--- config.mk ---
export PLATFORM = sky130hd
export DESIGN_NAME = tmctl_timer
export DESIGN_NICKNAME = d
export VERILOG_FILES = /design/src/verilog/tmctl_pkg.sv /design/src/verilog/tmctl_timer.sv /design/src/verilog/tmctl_prescaler.sv
export SDC_FILE = /design/constraint.sdc
export NUM_CORES = 1
export LEC_CHECK = 0
export ABC_AREA = 1
export BUFFER_PORTS_ARGS = -buffer_cell sky130_fd_sc_hd__buf_2
export CORE_MARGIN = 3
export CORE_UTILIZATION = 48
export DETAILED_ROUTE_END_ITERATION = 8
export PLACE_DENSITY_LB_ADDON = 0.25
export SLEW_MARGIN = 20
export SYNTH_ARGS = -nofsm -noshare
export SYNTH_HDL_FRONTEND = slang
export SYNTH_HIERARCHICAL = 1
export SYNTH_SLANG_ARGS = --single-unit
export TNS_END_PERCENT = 50
--- constraint.sdc ---
create_clock -name sys_clk -period 3.1 [get_ports sys_clk]
set_input_delay 0.62 -clock sys_clk [delete_from_list [all_inputs] [get_ports sys_clk]]
set_output_delay 0.62 -clock sys_clk [all_outputs]
set_load 0.005 [all_outputs]
--- src/verilog/tmctl_pkg.sv ---
// Purpose: Shared constants for the timer control block
// Assumes: Byte-wide registers on a plain strobe port
// Notes:   Offsets are register indices on the local port
package tmctl_pkg;
   // ************************************************
   // Register offsets
   // ************************************************
   localparam logic [3:0] OFS_CONTROL_ONE = 4'h0;
   localparam logic [3:0] OFS_CONTROL_TWO = 4'h1;
   localparam logic [3:0] OFS_STATUS      = 4'h2;
   localparam logic [3:0] OFS_CAPT1_HI    = 4'h3;
   localparam logic [3:0] OFS_CAPT1_LO    = 4'h4;
   localparam logic [3:0] OFS_CMP1_HI     = 4'h5;
   localparam logic [3:0] OFS_CMP1_LO     = 4'h6;
   localparam logic [3:0] OFS_CMP2_HI     = 4'h7;
   localparam logic [3:0] OFS_CMP2_LO     = 4'h8;
   localparam logic [3:0] OFS_COUNT_HI    = 4'h9;
   localparam logic [3:0] OFS_COUNT_LO    = 4'hA;
   localparam logic [3:0] OFS_CAPT2_HI    = 4'hB;
   localparam logic [3:0] OFS_CAPT2_LO    = 4'hC;
   localparam logic [3:0] OFS_CAPT2_IEN   = 4'hD;
   // ************************************************
   // Control register one fields
   // ************************************************
   localparam int CR1_CAPT_IEN  = 7;
   localparam int CR1_CMP_IEN   = 6;
   localparam int CR1_OVF_IEN   = 5;
   localparam int CR1_FORCE_TWO = 4;
   localparam int CR1_FORCE_ONE = 3;
   localparam int CR1_LEVEL_TWO = 2;
   localparam int CR1_EDGE_ONE  = 1;
   localparam int CR1_LEVEL_ONE = 0;
   // ************************************************
   // Control register two fields
   // ************************************************
   localparam int CR2_PIN_ONE_EN = 7;
   localparam int CR2_PIN_TWO_EN = 6;
   localparam int CR2_ONE_PULSE  = 5;
   localparam int CR2_PWM        = 4;
   localparam int CR2_CLK_HI     = 3;
   localparam int CR2_CLK_LO     = 2;
   localparam int CR2_EDGE_TWO   = 1;
   localparam int CR2_EXT_EDGE   = 0;
   // ************************************************
   // Status fields
   // ************************************************
   localparam int SR_CAPT_ONE = 7;
   localparam int SR_CMP_ONE  = 6;
   localparam int SR_OVF      = 5;
   localparam int SR_CAPT_TWO = 4;
   localparam int SR_CMP_TWO  = 3;
   // ************************************************
   // Reset values and counts
   // ************************************************
   localparam logic [7:0]  CONTROL_RESET = 8'h00;
   localparam logic [15:0] COUNT_RESET   = 16'hFFFC;
   localparam logic [15:0] CMP_RESET     = 16'h8000;
   localparam logic [15:0] PULSE_CAPT    = 16'hFFFD;
   localparam logic [1:0]  CLK_DIV4      = 2'h0;
   localparam logic [1:0]  CLK_DIV2      = 2'h1;
   localparam logic [1:0]  CLK_DIV8      = 2'h2;
   localparam logic [1:0]  CLK_EXT       = 2'h3;
   typedef enum logic [1:0] {PWR_RUN, PWR_WAIT, PWR_HALT} tmctl_power_t;
endpackage

--- src/verilog/tmctl_timer.sv ---
// Purpose: Sixteen-bit timer with control registers and low power
// Assumes: Single byte register port, reads answer next cycle
`timescale 1ns/1ps
module tmctl_timer #(
   parameter bit EXT_PRESENT = 1'b1
) (
   // Clock and reset
   input  wire logic       sys_clk,
   input  wire logic       reset,
   // Register port
   input  wire logic [3:0] regAddr,
   input  wire logic [7:0] regWrData,
   input  wire logic       regWrite,
   input  wire logic       regRead,
   output logic      [7:0] regRdData,
   // Power and processor
   input  wire logic       waitMode,
   input  wire logic       haltMode,
   input  wire logic       irqWake,
   input  wire logic       globalMask,
   // Pins
   input  wire logic       captureInputPinOne,
   input  wire logic       captureInputPinTwo,
   input  wire logic       externalCountPin,
   output logic            compareOutputPinOne,
   output logic            compareOutputPinTwo,
   output logic            compareEnableOne,
   output logic            compareEnableTwo,
   output logic            timerIrq,
   output logic            wakeRequest
);
   typedef struct packed {
      logic [7:0]  ctlOne;
      logic [7:0]  ctlTwo;
      logic        capTwoIen;
      logic [15:0] count;
      logic [15:0] cmpOne;
      logic [15:0] cmpTwo;
      logic [15:0] capOne;
      logic [15:0] capTwo;
      logic [7:0]  cmpHiBuf;
      logic        capFlagOne;
      logic        capFlagTwo;
      logic        cmpFlagOne;
      logic        cmpFlagTwo;
      logic        ovfFlag;
      logic [4:0]  statusSeen;
      logic        capPrevOne;
      logic        capPrevTwo;
      logic        armOne;
      logic        armTwo;
      logic        wasHalt;
      logic        pinOne;
      logic        pinTwo;
      logic        enOne;
      logic        enTwo;
      logic        irq;
      logic        wake;
      logic [7:0]  rdData;
   } tmctl_state_t;
   tmctl_state_t st, next_st;

   logic tick;
   logic pwmMode, onePulse;
   logic edgeOne, edgeTwo, matchOne, matchTwo, irqAny;
   logic [7:0] rdMux;

   // ************************************************
   // Prescaler
   // ************************************************
   tmctl_prescaler u_pre (
      .sys_clk          (sys_clk),
      .reset            (reset),
      .hold             (haltMode),
      .clockSelect      (st.ctlTwo[tmctl_pkg::CR2_CLK_HI:
                                   tmctl_pkg::CR2_CLK_LO]),
      .extClockEdge     (st.ctlTwo[tmctl_pkg::CR2_EXT_EDGE]),
      .extPresent       (EXT_PRESENT),
      .externalCountPin (externalCountPin),
      .tick             (tick)
   );

   // ************************************************
   // Decoded conditions
   // ************************************************
   always_comb begin
      pwmMode  = st.ctlTwo[tmctl_pkg::CR2_PWM];
      onePulse = st.ctlTwo[tmctl_pkg::CR2_ONE_PULSE] && !pwmMode;
      edgeOne  = st.ctlOne[tmctl_pkg::CR1_EDGE_ONE] ?
                 (captureInputPinOne && !st.capPrevOne) :
                 (!captureInputPinOne && st.capPrevOne);
      edgeTwo  = st.ctlTwo[tmctl_pkg::CR2_EDGE_TWO] ?
                 (captureInputPinTwo && !st.capPrevTwo) :
                 (!captureInputPinTwo && st.capPrevTwo);
      matchOne = tick && (st.count == st.cmpOne);
      matchTwo = tick && (st.count == st.cmpTwo);
      irqAny   = (st.ctlOne[tmctl_pkg::CR1_CAPT_IEN] &&
                  (st.capFlagOne || st.capFlagTwo)) ||
                 (st.ctlOne[tmctl_pkg::CR1_CMP_IEN] &&
                  (st.cmpFlagOne || st.cmpFlagTwo)) ||
                 (st.ctlOne[tmctl_pkg::CR1_OVF_IEN] && st.ovfFlag);
   end

   // ************************************************
   // Read mux
   // ************************************************
   always_comb begin
      case (regAddr)
         tmctl_pkg::OFS_CONTROL_ONE: rdMux = st.ctlOne;
         tmctl_pkg::OFS_CONTROL_TWO: rdMux = st.ctlTwo;
         tmctl_pkg::OFS_STATUS: rdMux = {st.capFlagOne, st.cmpFlagOne,
            st.ovfFlag, st.capFlagTwo, st.cmpFlagTwo, 3'h0};
         tmctl_pkg::OFS_CAPT1_HI:  rdMux = st.capOne[15:8];
         tmctl_pkg::OFS_CAPT1_LO:  rdMux = st.capOne[7:0];
         tmctl_pkg::OFS_CMP1_HI:   rdMux = st.cmpOne[15:8];
         tmctl_pkg::OFS_CMP1_LO:   rdMux = st.cmpOne[7:0];
         tmctl_pkg::OFS_CMP2_HI:   rdMux = st.cmpTwo[15:8];
         tmctl_pkg::OFS_CMP2_LO:   rdMux = st.cmpTwo[7:0];
         tmctl_pkg::OFS_COUNT_HI:  rdMux = st.count[15:8];
         tmctl_pkg::OFS_COUNT_LO:  rdMux = st.count[7:0];
         tmctl_pkg::OFS_CAPT2_HI:  rdMux = st.capTwo[15:8];
         tmctl_pkg::OFS_CAPT2_LO:  rdMux = st.capTwo[7:0];
         tmctl_pkg::OFS_CAPT2_IEN: rdMux = {7'h00, st.capTwoIen};
         default:                  rdMux = 8'h00;
      endcase
   end

   // ************************************************
   // Next state
   // ************************************************
   always_comb begin
      logic acc;
      logic [4:0] seen;
      logic [4:0] clrHit;
      acc  = regRead || regWrite;
      seen = st.statusSeen;
      clrHit = 5'h00;
      next_st = st;
      // Flags hold only this cycle's sets here; old values merged below
      next_st.capFlagOne = 1'b0;
      next_st.capFlagTwo = 1'b0;
      next_st.cmpFlagOne = 1'b0;
      next_st.cmpFlagTwo = 1'b0;
      next_st.ovfFlag    = 1'b0;
      next_st.rdData = regRead ? rdMux : 8'h00;
      next_st.wasHalt = haltMode;
      // Counter, waiting runs as normal
      if (tick && !haltMode) begin
         next_st.count = st.count + 16'h0001;
         if (st.count == 16'hFFFF)
            next_st.ovfFlag = 1'b1;
      end
      // Capture inputs
      next_st.capPrevOne = captureInputPinOne;
      next_st.capPrevTwo = captureInputPinTwo;
      if (haltMode) begin
         if (edgeOne && !pwmMode && !onePulse)
            next_st.armOne = 1'b1;
         if (edgeTwo)
            next_st.armTwo = 1'b1;
      end else begin
         if (st.wasHalt && irqWake) begin
            if (st.armOne) begin
               next_st.capFlagOne = 1'b1;
               next_st.capOne = st.count;
            end
            if (st.armTwo) begin
               next_st.capFlagTwo = 1'b1;
               next_st.capTwo = st.count;
            end
         end
         if (st.wasHalt) begin
            next_st.armOne = 1'b0;
            next_st.armTwo = 1'b0;
         end
         if (edgeOne && !pwmMode) begin
            next_st.capFlagOne = 1'b1;
            if (onePulse) begin
               next_st.count = tmctl_pkg::COUNT_RESET;
               next_st.capOne = tmctl_pkg::PULSE_CAPT;
               next_st.pinOne = st.ctlOne[tmctl_pkg::CR1_LEVEL_TWO];
            end else
               next_st.capOne = st.count;
         end
         if (edgeTwo) begin
            next_st.capFlagTwo = 1'b1;
            next_st.capTwo = st.count;
         end
      end
      // Compare one
      if (matchOne && !haltMode) begin
         if (!pwmMode && !onePulse)
            next_st.cmpFlagOne = 1'b1;
         if (pwmMode || onePulse || st.ctlTwo[tmctl_pkg::CR2_PIN_ONE_EN])
            next_st.pinOne = st.ctlOne[tmctl_pkg::CR1_LEVEL_ONE];
      end
      // Compare two, PWM period end
      if (matchTwo && !haltMode) begin
         if (pwmMode) begin
            next_st.count = tmctl_pkg::COUNT_RESET;
            next_st.capFlagOne = 1'b1;
            next_st.pinOne = st.ctlOne[tmctl_pkg::CR1_LEVEL_TWO];
         end else begin
            next_st.cmpFlagTwo = 1'b1;
            if (!onePulse)
               next_st.pinTwo = st.ctlOne[tmctl_pkg::CR1_LEVEL_TWO];
         end
      end
      // Forced levels, ignored in pulse modes
      if (!pwmMode && !onePulse) begin
         if (st.ctlOne[tmctl_pkg::CR1_FORCE_ONE])
            next_st.pinOne = st.ctlOne[tmctl_pkg::CR1_LEVEL_ONE];
         if (st.ctlOne[tmctl_pkg::CR1_FORCE_TWO])
            next_st.pinTwo = st.ctlOne[tmctl_pkg::CR1_LEVEL_TWO];
      end
      // Flag clear: status read then data access; set wins
      if (regRead && regAddr == tmctl_pkg::OFS_STATUS)
         seen = {st.capFlagOne, st.cmpFlagOne, st.ovfFlag,
                 st.capFlagTwo, st.cmpFlagTwo};
      if (acc) begin
         clrHit[4] = st.statusSeen[4] && regAddr == tmctl_pkg::OFS_CAPT1_LO;
         clrHit[3] = st.statusSeen[3] && regAddr == tmctl_pkg::OFS_CMP1_LO;
         clrHit[2] = st.statusSeen[2] && regAddr == tmctl_pkg::OFS_COUNT_LO;
         clrHit[1] = st.statusSeen[1] && regAddr == tmctl_pkg::OFS_CAPT2_LO;
         clrHit[0] = st.statusSeen[0] && regAddr == tmctl_pkg::OFS_CMP2_LO;
      end
      seen = seen & ~clrHit;
      // A set in the clearing cycle survives the clear
      next_st.capFlagOne = next_st.capFlagOne | (st.capFlagOne & ~clrHit[4]);
      next_st.cmpFlagOne = next_st.cmpFlagOne | (st.cmpFlagOne & ~clrHit[3]);
      next_st.ovfFlag    = next_st.ovfFlag | (st.ovfFlag & ~clrHit[2]);
      next_st.capFlagTwo = next_st.capFlagTwo | (st.capFlagTwo & ~clrHit[1]);
      next_st.cmpFlagTwo = next_st.cmpFlagTwo | (st.cmpFlagTwo & ~clrHit[0]);
      next_st.statusSeen = seen;
      // Register writes
      if (regWrite) begin
         case (regAddr)
            tmctl_pkg::OFS_CONTROL_ONE: next_st.ctlOne = regWrData;
            tmctl_pkg::OFS_CONTROL_TWO: next_st.ctlTwo = regWrData;
            tmctl_pkg::OFS_CMP1_HI, tmctl_pkg::OFS_CMP2_HI:
               next_st.cmpHiBuf = regWrData;
            tmctl_pkg::OFS_CMP1_LO:
               next_st.cmpOne = {st.cmpHiBuf, regWrData};
            tmctl_pkg::OFS_CMP2_LO:
               next_st.cmpTwo = {st.cmpHiBuf, regWrData};
            tmctl_pkg::OFS_COUNT_LO:
               next_st.count = tmctl_pkg::COUNT_RESET;
            tmctl_pkg::OFS_CAPT2_IEN: next_st.capTwoIen = regWrData[0];
            default: ;
         endcase
      end
      // Pin enables and shared request
      next_st.enOne = st.ctlTwo[tmctl_pkg::CR2_PIN_ONE_EN];
      next_st.enTwo = st.ctlTwo[tmctl_pkg::CR2_PIN_TWO_EN];
      next_st.irq   = irqAny && !globalMask;
      // No timer event leaves halt
      next_st.wake  = irqAny && waitMode && !haltMode;
   end

   // ************************************************
   // Registers
   // ************************************************
   always_ff @(posedge sys_clk) begin
      if (reset) begin
         st <= '0;
         st.ctlOne <= tmctl_pkg::CONTROL_RESET;
         st.ctlTwo <= tmctl_pkg::CONTROL_RESET;
         st.count  <= tmctl_pkg::COUNT_RESET;
         st.cmpOne <= tmctl_pkg::CMP_RESET;
         st.cmpTwo <= tmctl_pkg::CMP_RESET;
      end else
         st <= next_st;
   end

   assign regRdData           = st.rdData;
   assign compareOutputPinOne = st.pinOne;
   assign compareOutputPinTwo = st.pinTwo;
   assign compareEnableOne    = st.enOne;
   assign compareEnableTwo    = st.enTwo;
   assign timerIrq            = st.irq;
   assign wakeRequest         = st.wake;
endmodule

--- src/verilog/tmctl_prescaler.sv ---
// Purpose: Timer tick generator from CPU clock or external pin
// Assumes: External pin synchronous to sys_clk
// Notes:   Prescaler frozen while hold is high
`timescale 1ns/1ps
module tmctl_prescaler (
   // Clock and reset
   input  wire logic       sys_clk,
   input  wire logic       reset,
   // Control
   input  wire logic       hold,
   input  wire logic [1:0] clockSelect,
   input  wire logic       extClockEdge,
   input  wire logic       extPresent,
   input  wire logic       externalCountPin,
   // Tick
   output logic            tick
);
   typedef struct packed {
      logic [2:0] div;
      logic       extPrev;
      logic       tick;
   } tmctl_pre_t;
   tmctl_pre_t st, next_st;

   always_comb begin
      next_st = st;
      next_st.tick = 1'b0;
      next_st.extPrev = externalCountPin;
      if (!hold) begin
         next_st.div = st.div + 3'h1;
         case (clockSelect)
            tmctl_pkg::CLK_DIV4: next_st.tick = (st.div[1:0] == 2'h3);
            tmctl_pkg::CLK_DIV2: next_st.tick = st.div[0];
            tmctl_pkg::CLK_DIV8: next_st.tick = (st.div == 3'h7);
            default: begin
               // Missing pin means a stopped counter
               next_st.tick = extPresent && (extClockEdge ?
                  (externalCountPin && !st.extPrev) :
                  (!externalCountPin && st.extPrev));
            end
         endcase
      end
   end

   always_ff @(posedge sys_clk) begin
      if (reset)
         st <= '0;
      else
         st <= next_st;
   end

   assign tick = st.tick;
endmodule

==> results.toml <==
[timing]
timing.fmax_mhz = 457.2
tightestPinTransition_ns = 0.8698
setup_violations = 0
finalSetupTns_ns = 0
finalMaxSlewViolations = 0
setup_slack_ns = 0.9128
finalClockSkew_ns = 0.007786
slew_headroom_pct = 41.95
hold_viol_final = 0
rsz0062_at_grt = "false"
finalCritPeriodShare_pct = 70.56
period_minus_slack_ns = 2.187

[layout]
n_fill_cell = 1332
multi_input_area_sq_um = 3228
area_growth_pct = 11.89
final_cell_mix = "178 x nand2_1, 139 x dfxtp_1, 119 x inv_1"
nets = 1005
regArea_sq_um = 2783
antenna_cells = 0
drive_gt1_share_pct = 12.42
mostFrequentLayoutCell = "nand2_1"

[global_routing]
globalRoute.totalOverflow = 0
grt_start_max_net_pins = 53
antenna_found_initial = 0
grt.total_usage_pct = 29.58
grt_pass1_wl_microns = 35280
grt_pass1_vias = 6247

[yosys]
synth_seq_cells = 139
synth_compound_area_share_pct = 21.61
synth_top_family_by_area = "simple AND/OR/NAND/NOR gates"
synth_nets = 983
muxShareOfSynthArea_pct = 0
avgSynthCellArea_sq_um = 7.037
syn_area_sq_um = 6734
synth_fa_ha_area_share_pct = 0.5574
yosysTopAreaCell = "dfxtp_1"
async_flop_share_pct = 0
yosysWarnings = 6
synth_ff_type = "dfxtp_1"
synth.area.top_cells = "dfxtp_1 41%, nand2_1 9.9%, o21ai_0 8.5%"
synth_xor_area_share_pct = 2.081
yosys.area_share.simple_pct = 23.63
ys_types = 42
ys_seq_area_share_pct = 41.32
synth-edff-count = 0
synthCells = 957
synth_top_cell_area_share_pct = 41.32

[setup_path]
worstSetupEndpointType = "flip-flop"
crit_arrival_ns = 2.48
critical_path.max_fanout = 31
cp_data_required_time_ns = 3.39
critPathMostFrequentCell = "inv_1"
cpMaxStageDelayCell = "dfxtp_1"
worstPathCellList = "inv_1 > nand3_1 > inv_1 > o21ai_1 > inv_1 > a21oi_1 > a21oi_1"
critPathLaunchType = "flip-flop"
worst-setup-path-type = "flip-flop to flip-flop"
critPathMaxStageDelay_ns = 0.48

[floorplan]
placement_rows = 42
die_w_microns = 124.4
die_area_sq_um = 15490
num_io_pins = 37
die_y_microns = 124.4
coreArea_sq_um = 13510
initial_utilization_pct = 49.86

[clocking]
clock_sinks = 139
post_cts_buffers = 0
clock_path_buffers = 2
clk_pin_slew_worst_paths_ns = 0.06
cts-resized-gates = 0
htreeDepth = 4
clock_tree.root_cell = "clkbuf_16"
clock_latency_ns = 0.42
cts_tree = "built"
hold_buffers = 0
cts-buffers-inserted = 17

[placed_design]
gp_congestion = 1.038
dp_hpwl_microns = 17140
dp_slack_ns = 0.8174
port_buffers = 36

[drt]
first_pass_iters = 6
wl_per_cell_microns = 19.79
antenna_left = 0
viasPerCell = 5.817
vias = 6783
drc = 0
drt_iter0_markers = 765
routed_wl_microns = 23070

[job]
drv_cap = 0

[hold_path]
min_path_type = "primary input to flip-flop"

[pwr]
power.total_mw = 4.122
vdd_drop_max_uv = 369.1
leakage_nw = 3.236
p_per_area_nw_per_um2 = 547.1

[outcome]
status = "finished, final reports clean"
[critical path: cells and delay by family, from the launching register on]
| kind | cells | cell delay, ns |
|---|---|---|
| buffers and inverters | 3 | 0.71 |
| and+or+nand+nor | 1 | 0.16 |
| DFF | 1 | 0.48 |
| AOI/OAI and AO/OA | 3 | 0.70 |
[per-stage QoR]
step | cells | util, % | cell area (sq um) | hold WS, ns
floorplan | 957 | - | 6734 | 0.4239
global placement | 1136 | 51.58 | 6967 | 0.4322
detailed placement | 1136 | 51.58 | 6967 | 0.4378
CTS | 1166 | 55.79 | 7535 | 0.4194
global route | 1166 | 55.79 | 7535 | 0.4575
finish | 1166 | 55.79 | 7535 | 0.4326
[synth_stat cells, types with 7 or more instances]
master and n:
inv_1 119, nand2_2 15, nand4_1 15, dfxtp_1 139, nand2_1 178, o21ai_0 115
nor2_2 7, clkbuf_1 18, inv_2 17, o22ai_1 23, buf_2 7, a21oi_1 78
nor3_1 11, a31oi_1 17, nand3_1 26, nor2_1 90, buf_4 10, xor2_1 10
[cell type report]
| class | instances | share of cell area (%) |
|---|---|---|
| Clock buffer | 22 | 6.294 |
| Clock inverter | 8 | 1.245 |
| Inverter | 138 | 6.875 |
| Multi-Input combinational cell | 642 | 42.84 |
| Sequential cell | 139 | 36.93 |
| Tap cell | 176 | 2.923 |
| Timing Repair Buffer | 41 | 2.889 |
[registers in the layout, summed over array words and instances (netlist names)]
register             count
wakeRequest              1
next_st                  2
compareOutputPinOne      1
compareEnableTwo         1
u_pre/tick               1
u_pre/st                 4
st                     117
regRdData                8
compareOutputPinTwo      1
timerIrq                 1
pwmMode                  1
compareEnableOne         1
[power by group]
| group | switching (mW) | internal, mW | leakage [nW] |
|---|---|---|---|
| combinational | 0.186 | 0.0752 | 1.82 |
| clock | 0.759 | 1.23 | 0.285 |
| sequential | 0.0301 | 1.84 | 1.13 |
[routing by layer]
metal  global-route usage, %  vias to the layer above  part of all wire, %  routed length (microns)
met3                   9.434                       83                   12                     2697
met4                   16.44                        0                  5.5                     1271
met1                   40.22                     3091                   42                     9618
met2                   41.22                      404                   41                     9485
met5                       0                        -                    0                        0
li1                        -                     3205                    -                        -
[final timing paths]
path | startpoint | endpoint | slack (ns) | depth (start not counted)
hold / removal | captureInputPinOne | st[18]$_SDFF_PP0_ | 0.43 | 3
setup reg to reg | pwmMode$_SDFFE_PP0P_ | st[28]$_SDFF_PP0_ | 0.91 | 7
hold reg to reg | st[117]$_SDFFE_PP0P_ | st[117]$_SDFFE_PP0P_ | 0.45 | 2
setup / recovery | pwmMode$_SDFFE_PP0P_ | st[28]$_SDFF_PP0_ | 0.91 | 7
[cells by family after synthesis]
| kind of cell | count (synthesis) |
|---|---|
| compound gates | 264 |
| fa+ha+maj | 3 |
| simple gates | 358 |
| xor+xnor | 16 |
| other cells | 1 |
| flops | 139 |
| buf+inv | 176 |
No activity file was read; power rests on OpenSTA's default activity.
